## config.mk

```make
export PLATFORM = sky130hd
export DESIGN_NAME = sbcsl_bank_state
export DESIGN_NICKNAME = d
export VERILOG_FILES = /design/src/sbcsl_pkg.sv /design/src/sbcsl_bank_state.sv
export SDC_FILE = /design/constraint.sdc
export NUM_CORES = 1
export LEC_CHECK = 0
export ABC_AREA = 0
export BUFFER_PORTS_ARGS = -buffer_cell sky130_fd_sc_hd__buf_2
export CAP_MARGIN = 20
export CORE_ASPECT_RATIO = 1.4
export CORE_UTILIZATION = 54
export DETAILED_ROUTE_END_ITERATION = 12
export PLACE_DENSITY = 0.74
export SLEW_MARGIN = 40
export SYNTH_ARGS = -nofsm -noshare
export SYNTH_HDL_FRONTEND = slang
export SYNTH_SLANG_ARGS = --single-unit
export TNS_END_PERCENT = 1
```

## constraint.sdc

```tcl
create_clock -name mclk -period 6.6 [get_ports mclk]
set_clock_uncertainty 0.1 [all_clocks]
set_input_delay 1.32 -clock mclk [delete_from_list [all_inputs] [get_ports mclk]]
set_output_delay 1.32 -clock mclk [all_outputs]
set_load 0.005 [all_outputs]
```

## src/sbcsl_pkg.sv

```systemverilog
// Package of constants and types for the SDRAM bank command state logic.
package sbcsl_pkg;

  // ==========================================================================
  // Timing
  // ==========================================================================
  localparam int CLK_PERIOD_NS            = 50;
  localparam int PRECHARGE_TIME_NS        = 20;
  localparam int ACTIVATE_TO_ACCESS_NS    = 20;
  localparam int REFRESH_CYCLE_TIME_NS    = 80;
  localparam int MODE_LOAD_TIME_NS        = 100;
  localparam int SELF_REFRESH_EXIT_NS     = 120;
  localparam int BURST_LENGTH             = 4;
  localparam int READ_LATENCY             = 3;

  function automatic int cyc(input int ns);
    int c;
    c = (ns + CLK_PERIOD_NS - 1) / CLK_PERIOD_NS;
    return (c < 1) ? 1 : c;
  endfunction

  localparam logic [7:0] PRECHARGE_CYC = 8'(cyc(PRECHARGE_TIME_NS));
  localparam logic [7:0] ACTIVATE_CYC  = 8'(cyc(ACTIVATE_TO_ACCESS_NS));
  localparam logic [7:0] REFRESH_CYC   = 8'(cyc(REFRESH_CYCLE_TIME_NS));
  localparam logic [7:0] MODE_CYC      = 8'(cyc(MODE_LOAD_TIME_NS));
  localparam logic [7:0] XSR_CYC       = 8'(cyc(SELF_REFRESH_EXIT_NS));
  localparam logic [7:0] BURST_CYC     = 8'(BURST_LENGTH);

  // ==========================================================================
  // Geometry
  // ==========================================================================
  localparam int NUM_BANKS = 4;
  localparam int AP_BIT    = 10;

  // ==========================================================================
  // Types
  // ==========================================================================
  typedef enum logic [8:0] {
    SBCSL_IDLE     = 9'h001,
    SBCSL_ACTVING  = 9'h002,
    SBCSL_ACTIVE   = 9'h004,
    SBCSL_READ     = 9'h008,
    SBCSL_WRITE    = 9'h010,
    SBCSL_READ_AP  = 9'h020,
    SBCSL_WRITE_AP = 9'h040,
    SBCSL_PRECHG   = 9'h080,
    SBCSL_GLOBAL   = 9'h100
  } sbcsl_bank_t;

  typedef enum logic [3:0] {
    SBCSL_CMD_NOP  = 4'h0,
    SBCSL_CMD_ACT  = 4'h1,
    SBCSL_CMD_RD   = 4'h2,
    SBCSL_CMD_WR   = 4'h3,
    SBCSL_CMD_PRE  = 4'h4,
    SBCSL_CMD_REF  = 4'h5,
    SBCSL_CMD_MRS  = 4'h6,
    SBCSL_CMD_BST  = 4'h7,
    SBCSL_CMD_SREF = 4'h8,
    SBCSL_CMD_DPD  = 4'h9
  } sbcsl_cmd_t;

  typedef struct packed {
    logic        csN;
    logic        rowStrobeN;
    logic        colStrobeN;
    logic        writeStrobeN;
    logic [1:0]  bank;
    logic [12:0] addr;
  } sbcsl_bus_t;

  typedef struct packed {
    logic       accepted;
    sbcsl_cmd_t cmd;
    logic [1:0] bank;
    logic       autoPre;
  } sbcsl_result_t;

endpackage

```

## src/sbcsl_bank_state.sv

```systemverilog
// SDRAM bank command decode and per-bank state tracking.
`timescale 1ns/1ps

module sbcsl_bank_state (
  input  wire logic                          mclk,
  input  wire logic                          rst_n,
  input  wire logic                          clkEn,
  input  wire logic                          cke,
  input  wire logic                          selfRefreshExit,
  input  wire sbcsl_pkg::sbcsl_bus_t         cmdBus,
  output sbcsl_pkg::sbcsl_result_t           result,
  output sbcsl_pkg::sbcsl_bank_t [3:0]       bankState,
  output logic                               allIdle,
  output logic [3:0]                         readDataBank,
  output logic                               readDataValid,
  output logic [3:0]                         writeDataBank,
  output logic                               writeDataValid,
  output logic                               deepPowerDown
);
  import sbcsl_pkg::*;

  // ==========================================================================
  // Command decode
  // ==========================================================================
  logic       ckePrev;
  logic [7:0] xsrCnt;
  logic       rulesLive;
  sbcsl_cmd_t cmd;
  logic [1:0] bankSel;
  logic       apFlag;

  // Gate level seen at the previous edge. It resets low so that the first edge
  // after reset never counts as a second high sample of the gate enable.
  always_ff @(posedge mclk or negedge rst_n) begin
    if (!rst_n) begin
      ckePrev <= 1'b0;
    end else if (clkEn) begin
      ckePrev <= cke;
    end
  end

  // Counts down the exit time after leaving self refresh.
  always_ff @(posedge mclk or negedge rst_n) begin
    if (!rst_n) begin
      xsrCnt <= 8'h00;
    end else if (clkEn) begin
      if (selfRefreshExit) begin
        xsrCnt <= XSR_CYC;
      end else if (xsrCnt != 8'h00) begin
        xsrCnt <= xsrCnt - 8'h01;
      end
    end
  end

  // Commands are only judged with the gate enable high on two edges in a row
  // and once the exit window after self refresh has run out.
  assign rulesLive = ckePrev && cke && (xsrCnt == 8'h00);
  assign bankSel   = cmdBus.bank;
  assign apFlag    = cmdBus.addr[AP_BIT];

  // A deselected cycle decodes as no-operation, so the strobes are never
  // looked at and nothing in progress is disturbed.
  always_comb begin
    cmd = SBCSL_CMD_NOP;
    if (!cmdBus.csN) begin
      unique case ({cmdBus.rowStrobeN, cmdBus.colStrobeN, cmdBus.writeStrobeN})
        3'b111: cmd = SBCSL_CMD_NOP;
        3'b011: cmd = SBCSL_CMD_ACT;
        3'b101: cmd = SBCSL_CMD_RD;
        3'b100: cmd = SBCSL_CMD_WR;
        3'b010: cmd = SBCSL_CMD_PRE;
        3'b001: cmd = cke ? SBCSL_CMD_REF : SBCSL_CMD_SREF;
        3'b000: cmd = SBCSL_CMD_MRS;
        3'b110: cmd = cke ? SBCSL_CMD_BST : SBCSL_CMD_DPD;
      endcase
    end
  end

  // ==========================================================================
  // Per-bank legality and next state
  // ==========================================================================
  sbcsl_bank_t [3:0] state;
  sbcsl_bank_t [3:0] next_state;
  logic [3:0][7:0]   timer;
  logic [3:0][7:0]   next_timer;
  logic [3:0]        allIdleVec;
  logic              cmdOk;
  logic              isGlobal;
  logic              preAll;

  always_comb begin
    for (int b = 0; b < NUM_BANKS; b++) begin
      allIdleVec[b] = (state[b] == SBCSL_IDLE);
    end
  end

  assign preAll   = (cmd == SBCSL_CMD_PRE) && apFlag;
  assign isGlobal = (cmd == SBCSL_CMD_REF) || (cmd == SBCSL_CMD_MRS);

  // Decides whether the addressed bank (or all banks) take the command.
  always_comb begin
    cmdOk = 1'b0;
    if (rulesLive) begin
      unique case (cmd)
        SBCSL_CMD_ACT: cmdOk = (state[bankSel] == SBCSL_IDLE);
        SBCSL_CMD_RD,
        SBCSL_CMD_WR:  cmdOk = (state[bankSel] == SBCSL_ACTIVE) ||
                               (state[bankSel] == SBCSL_READ) ||
                               (state[bankSel] == SBCSL_WRITE);
        // Precharge is always taken; the per-bank logic below decides what it
        // does, and an idle bank under a single-bank precharge keeps its state.
        SBCSL_CMD_PRE: cmdOk = 1'b1;
        SBCSL_CMD_REF,
        SBCSL_CMD_MRS: cmdOk = &allIdleVec;
        SBCSL_CMD_BST: cmdOk = (state[bankSel] == SBCSL_READ) ||
                               (state[bankSel] == SBCSL_WRITE);
        default:       cmdOk = 1'b0;
      endcase
    end
  end

  // ==========================================================================
  // Per-bank state machines
  // ==========================================================================
  // One state machine per bank; bank address picks the one that acts, except that refresh, mode load and precharge with address bit 10 set act on every bank,
  // and a taken read or write also cuts short the bursts in the other banks.
  // Timed states count down first, then a taken command may override them.
  always_comb begin
    for (int b = 0; b < NUM_BANKS; b++) begin
      next_state[b] = state[b];
      next_timer[b] = (timer[b] != 8'h00) ? timer[b] - 8'h01 : 8'h00;
      unique case (state[b])
        SBCSL_ACTVING: begin
          if (timer[b] <= 8'h01) begin
            next_state[b] = SBCSL_ACTIVE;
          end
        end
        SBCSL_PRECHG, SBCSL_GLOBAL: begin
          if (timer[b] <= 8'h01) begin
            next_state[b] = SBCSL_IDLE;
          end
        end
        SBCSL_READ, SBCSL_WRITE: begin
          if (timer[b] <= 8'h01) begin
            next_state[b] = SBCSL_ACTIVE;
          end
        end
        SBCSL_READ_AP, SBCSL_WRITE_AP: begin
          if (timer[b] <= 8'h01) begin
            next_state[b] = SBCSL_IDLE;
          end
        end
        default: begin
        end
      endcase
      if (cmdOk) begin
        if (isGlobal) begin
          next_state[b] = SBCSL_GLOBAL;
          next_timer[b] = (cmd == SBCSL_CMD_REF) ? REFRESH_CYC : MODE_CYC;
        end else if (cmd == SBCSL_CMD_PRE && (preAll || bankSel == 2'(b))) begin
          if (state[b] == SBCSL_ACTIVE || state[b] == SBCSL_READ ||
              state[b] == SBCSL_WRITE) begin
            next_state[b] = SBCSL_PRECHG;
            next_timer[b] = PRECHARGE_CYC;
          end else if (state[b] == SBCSL_IDLE && preAll) begin
            next_state[b] = SBCSL_GLOBAL;
            next_timer[b] = PRECHARGE_CYC;
          end
          // An idle bank under a single-bank precharge is left as it is.
        end else if (bankSel == 2'(b)) begin
          unique case (cmd)
            SBCSL_CMD_ACT: begin
              next_state[b] = SBCSL_ACTVING;
              next_timer[b] = ACTIVATE_CYC;
            end
            SBCSL_CMD_RD: begin
              next_state[b] = apFlag ? SBCSL_READ_AP : SBCSL_READ;
              next_timer[b] = apFlag ? BURST_CYC + PRECHARGE_CYC : BURST_CYC;
            end
            SBCSL_CMD_WR: begin
              next_state[b] = apFlag ? SBCSL_WRITE_AP : SBCSL_WRITE;
              next_timer[b] = apFlag ? BURST_CYC + PRECHARGE_CYC : BURST_CYC;
            end
            SBCSL_CMD_BST: begin
              next_state[b] = SBCSL_ACTIVE;
              next_timer[b] = 8'h00;
            end
            default: begin
            end
          endcase
        end else if ((cmd == SBCSL_CMD_RD || cmd == SBCSL_CMD_WR) &&
                     (state[b] == SBCSL_READ || state[b] == SBCSL_WRITE)) begin
          // A burst on another bank cuts this bank's burst short.
          next_state[b] = SBCSL_ACTIVE;
          next_timer[b] = 8'h00;
        end else if ((cmd == SBCSL_CMD_RD || cmd == SBCSL_CMD_WR) &&
                     (state[b] == SBCSL_READ_AP || state[b] == SBCSL_WRITE_AP) &&
                     timer[b] > PRECHARGE_CYC) begin
          // Interrupted auto-precharge burst starts its precharge now.
          next_timer[b] = PRECHARGE_CYC;
        end
      end
    end
  end

  // ==========================================================================
  // State registers
  // ==========================================================================
  // A low clock enable freezes every bank and its timer as they stand.
  always_ff @(posedge mclk or negedge rst_n) begin
    if (!rst_n) begin
      state <= '{default: SBCSL_IDLE};
      timer <= '0;
    end else if (clkEn) begin
      state <= next_state;
      timer <= next_timer;
    end
  end

  // ==========================================================================
  // Outputs
  // ==========================================================================
  logic [READ_LATENCY-1:0][3:0] rdPipe;
  logic [READ_LATENCY-1:0]      rdPipeValid;
  logic [3:0]                   rdBankOne;

  // One-hot owner of the addressed bank, shared by the read and write paths.
  assign rdBankOne = 4'h1 << bankSel;

  // Result and bank state are registered copies of this edge's decisions, so
  // they show the command of the previous enabled edge until the next enabled edge.
  always_ff @(posedge mclk or negedge rst_n) begin
    if (!rst_n) begin
      result    <= '{accepted: 1'b0, cmd: SBCSL_CMD_NOP, bank: 2'h0, autoPre: 1'b0};
      bankState <= '{default: SBCSL_IDLE};
      allIdle   <= 1'b1;
    end else if (clkEn) begin
      result.accepted <= cmdOk;
      result.cmd      <= cmd;
      result.bank     <= bankSel;
      result.autoPre  <= apFlag;
      bankState       <= next_state;
      allIdle         <= (next_state == {NUM_BANKS{SBCSL_IDLE}});
    end
  end

  // Read data owner appears one read latency after the read is taken.
  always_ff @(posedge mclk or negedge rst_n) begin
    if (!rst_n) begin
      rdPipe      <= '0;
      rdPipeValid <= '0;
    end else if (clkEn) begin
      rdPipe[0]      <= rdBankOne;
      rdPipeValid[0] <= cmdOk && (cmd == SBCSL_CMD_RD);
      for (int i = 1; i < READ_LATENCY; i++) begin
        rdPipe[i]      <= rdPipe[i-1];
        rdPipeValid[i] <= rdPipeValid[i-1];
      end
    end
  end


  // The owner holds after the burst; the valid level drops once a taken
  // write, burst stop or precharge ends the read data stream.
  always_ff @(posedge mclk or negedge rst_n) begin
    if (!rst_n) begin
      readDataBank  <= 4'h0;
      readDataValid <= 1'b0;
    end else if (clkEn) begin
      if (rdPipeValid[READ_LATENCY-1]) begin
        readDataBank  <= rdPipe[READ_LATENCY-1];
        readDataValid <= 1'b1;
      end else if (cmdOk && (cmd == SBCSL_CMD_WR || cmd == SBCSL_CMD_BST ||
                             cmd == SBCSL_CMD_PRE)) begin
        readDataValid <= 1'b0;
      end
    end
  end

  // Write data is taken in the cycle of the write command; any later command
  // that ends the burst stops capture, so the previous word was the last.
  always_ff @(posedge mclk or negedge rst_n) begin
    if (!rst_n) begin
      writeDataBank  <= 4'h0;
      writeDataValid <= 1'b0;
    end else if (clkEn) begin
      if (cmdOk && cmd == SBCSL_CMD_WR) begin
        writeDataBank  <= rdBankOne;
        writeDataValid <= 1'b1;
      end else if (cmdOk && (cmd == SBCSL_CMD_RD || cmd == SBCSL_CMD_BST ||
                             cmd == SBCSL_CMD_PRE)) begin
        writeDataValid <= 1'b0;
      end
    end
  end


  // Deep power-down is entered only from all banks idle with the gate enable
  // falling, and is left as soon as the gate enable is seen high again.
  always_ff @(posedge mclk or negedge rst_n) begin
    if (!rst_n) begin
      deepPowerDown <= 1'b0;
    end else if (clkEn) begin
      if (ckePrev && cmd == SBCSL_CMD_DPD && (&allIdleVec)) begin
        deepPowerDown <= 1'b1;
      end else if (cke) begin
        deepPowerDown <= 1'b0;
      end
    end
  end

endmodule

```

==> metrics.md <==
| Metric | Value |
|---|---|
| Relative slew slack | `39.31%` |
| Worst reg2reg path depth | `11` |
| R2r setup slk | `2070 ps` |
| Clock transition at path regs | `80 ps` |
| Worst Hold Path Cells | `2` |
| Die Y | `144.4 um` |
| Post-CTS Setup Bufs | `0` |
| Fraction of layout cells with a size suffix above 1 | `15.88%` |
| Worst path required time | `6730 ps` |
| Post-Route M1 WL | `9501 um` |
| Synthesized net count | `997` |
| Slew @ Worst Pin | `910.3 ps` |
| Area Growth Syn to Fin | `9.236%` |
| Yosys cell types | `85` |
| EDFF count, synth | `0` |
| Setup WS post-layout | `1529 ps` |
| Commonest non-fill, non-tap cell in the layout | `o21ai_0` |
| Post-Syn Area per Cell | `8.142 um^2` |
| Port buffer count | `67` |
| Gpl congestion | `0.9992` |
| YS warnings | `0` |
| Hold path start | `writeDataBank[2]` |
| Antenna Nets Post-Route | `0` |
| Final setup viols | `0` |
| Fin Hold WS | `380.9 ps` |
| Hold Crit Endpoint | `writeDataBank[2]` |
| Fin. Hold Viols | `0` |
| Post-cts resize count | `0` |
| Tmin final | `5071 ps` |
| Vias | `7946` |
| Setup repair after global routing missed its margin | `false` |
| Post-DP Area | `0.008229 mm^2` |
| FF-to-FF End | `timer[23]` |
| Slew Limit Fails | `0` |
| Worst Path Max Fanout | `40` |
| TNS Setup | `0 ps` |
| Clock tree root buffer cell | `clkbuf_16` |
| Highest routed layer | `met4` |
| DPL Wire Length | `17270 um` |
| Crit path launch | `cmdBus[13]` |
| Layout fillers | `1266` |
| CP endpoint kind | `flop` |
| Startpoint Class | `input port` |
| Dpl ws | `1285 ps` |
| Fin area | `0.008538 mm^2` |
| H-tree levels | `3` |
| Max VDD drop | `0.1910 mV` |
| I/O pin total | `80` |
| Vias per inst | `6.734` |
| Register area share after synthesis | `35.94%` |
| Mapped Area | `0.007816 mm^2` |
| Synth Instances | `960` |
| Die Span X | `103.7 um` |
| Clk_lat worst skew | `370 ps` |
| Vias in the first global route | `7385` |
| Multi-input gate area in the final layout | `0.004642 mm^2` |
| Worst hold path type | `flop to flop` |
| Core area | `0.01404 mm^2` |
| Most frequent cells in the layout | `o21ai_0, nand2_1, dfrtp_1` |
| Max Cap Viol | `0` |
| Post-CTS Hold Fix Bufs | `0` |
| Row cnt | `51` |
| Antenna diodes | `0` |
| Antenna violations before repair | `0` |
| Synth Register Bits | `112` |
| Drt first-iter violations | `718` |
| Status | `completed` |
| Worst path arrival time | `5200 ps` |
| GRT overflow | `0` |
| Die Area | `0.01497 mm^2` |
| DR WL met3 | `1992 um` |
| Pwr Density | `286.0 mW/mm^2` |
| FF/Latch Area | `0.002809 mm^2` |
| R2R Path Start | `bankState[18]` |
| Period Utilization, post-route | `76.83%` |
| Buffer depth of the longest clock path | `2` |
| First-pass GRT wire length | `38430 um` |
| Async SR Flop Fraction | `100.0%` |
| Leak Pwr | `3.654 nW` |
| Aggregate global-route resource usage | `32.82%` |
| Worst Path Class, Setup | `input port to flop` |
| Nets | `1027` |
| Largest net degree at the start of global routing | `77` |
| Final WL | `24500 um` |
| Top_reg_cell synth | `dfrtp_1` |
| Max Clock Freq | `197.2 MHz` |
| Drt first pass iters | `5` |
| DRC Markers | `0` |
| TritonCTS clock tree | `built` |
| Avg WL per Cell | `20.76 um` |
| CTS Buf Count | `9` |
| Starting Density | `55.68%` |
| Sink Count | `112` |
| Met2 wire length | `11580 um` |
[kinds of logic (layout without fill, tap and decap cells)]
logic type      after synthesis  after routing  synth area share, %
flops                       112            112                35.94
buf+inv                      91            126                4.914
fa+ha+maj                    13             13                2.081
mux                          34             34                5.491
simple gates                385            385                24.92
compound gates              307            307                24.64
xor+xnor                     18             18                2.017
[metal layers]
metal	global-route usage (%)	up-vias
met3	7.210	123
li1	-	3594
met4	21.20	0
met5	0	-
met2	53.87	403
met1	39.28	3826
[sequential cells by signal, indices dropped and copies added (netlist names)]
name            flops
deepPowerDown       1
timer              32
rdPipe             12
ckePrev             1
rdPipeValid         3
bankState          36
result              8
readDataBank        4
writeDataBank       4
writeDataValid      1
xsrCnt              8
allIdle             1
readDataValid       1
[critical path, stage by stage]
cell	delay, ps
buf_2	270
mux4_1	650
or3b_1	390
o31a_1	140
a221oi_2	330
o21a_2	720
a21boi_0	360
buf_4	280
o211ai_1	310
o21ai_0	210
nand2_1	120
o41ai_1	70
[synthesized netlist by cell type, types with 14 or more instances]
library cell  number  share of area [%]
o21ai_0          115                7.4
nand2_1          110                5.3
nor2b_1           14                1.1
nand3_1           28                1.8
nor3_1            33                2.1
nand2b_1          14                1.1
nor4_1            14                1.1
nor2_1            86                4.1
a21oi_1           67                4.3
dfrtp_1          107                 34
o31ai_1           14                1.3
clkbuf_1          44                2.1
mux2_2            28                4.0
inv_1             30                1.4
[worst max-delay path by stage]
stage / end / slack (ps) / cells after the start
final: timer[23] / 1530 / 12
after global routing: timer[19] / 1340 / 12
after CTS: timer[19] / 1640 / 12
after detailed placement: timer[21] / 1290 / 12
after global placement: timer[19] / 1340 / 12
after floorplan: allIdle / 2450 / 12
[cell type report]
class	instances	area share [%]
multi-input cells	757	54.37
well taps	185	2.711
clock inverters	6	0.8939
clock buffers	10	2.682
flip-flops and latches	112	32.90
inverters	31	1.363
repair buffers	79	5.085
[through the flow]
stage / std cells / util, % / power (mW)
after detailed placement: 1164 / 58.62 / 1.864
after CTS: 1180 / 60.79 / 2.437
after global placement: 1164 / 58.48 / 1.837
after floorplan: 960 / - / 1.629
after global routing: 1180 / 60.82 / 2.605
final: 1180 / 60.82 / 2.442
[power by group]
part           switching [mW]  leakage [nW]  internal [mW]
registers               0.178          1.43          0.826
clock network           0.273         0.149          0.301
logic                   0.503          2.07          0.361
total                   0.954          3.65           1.49
(Power assumes the default switching activity.)
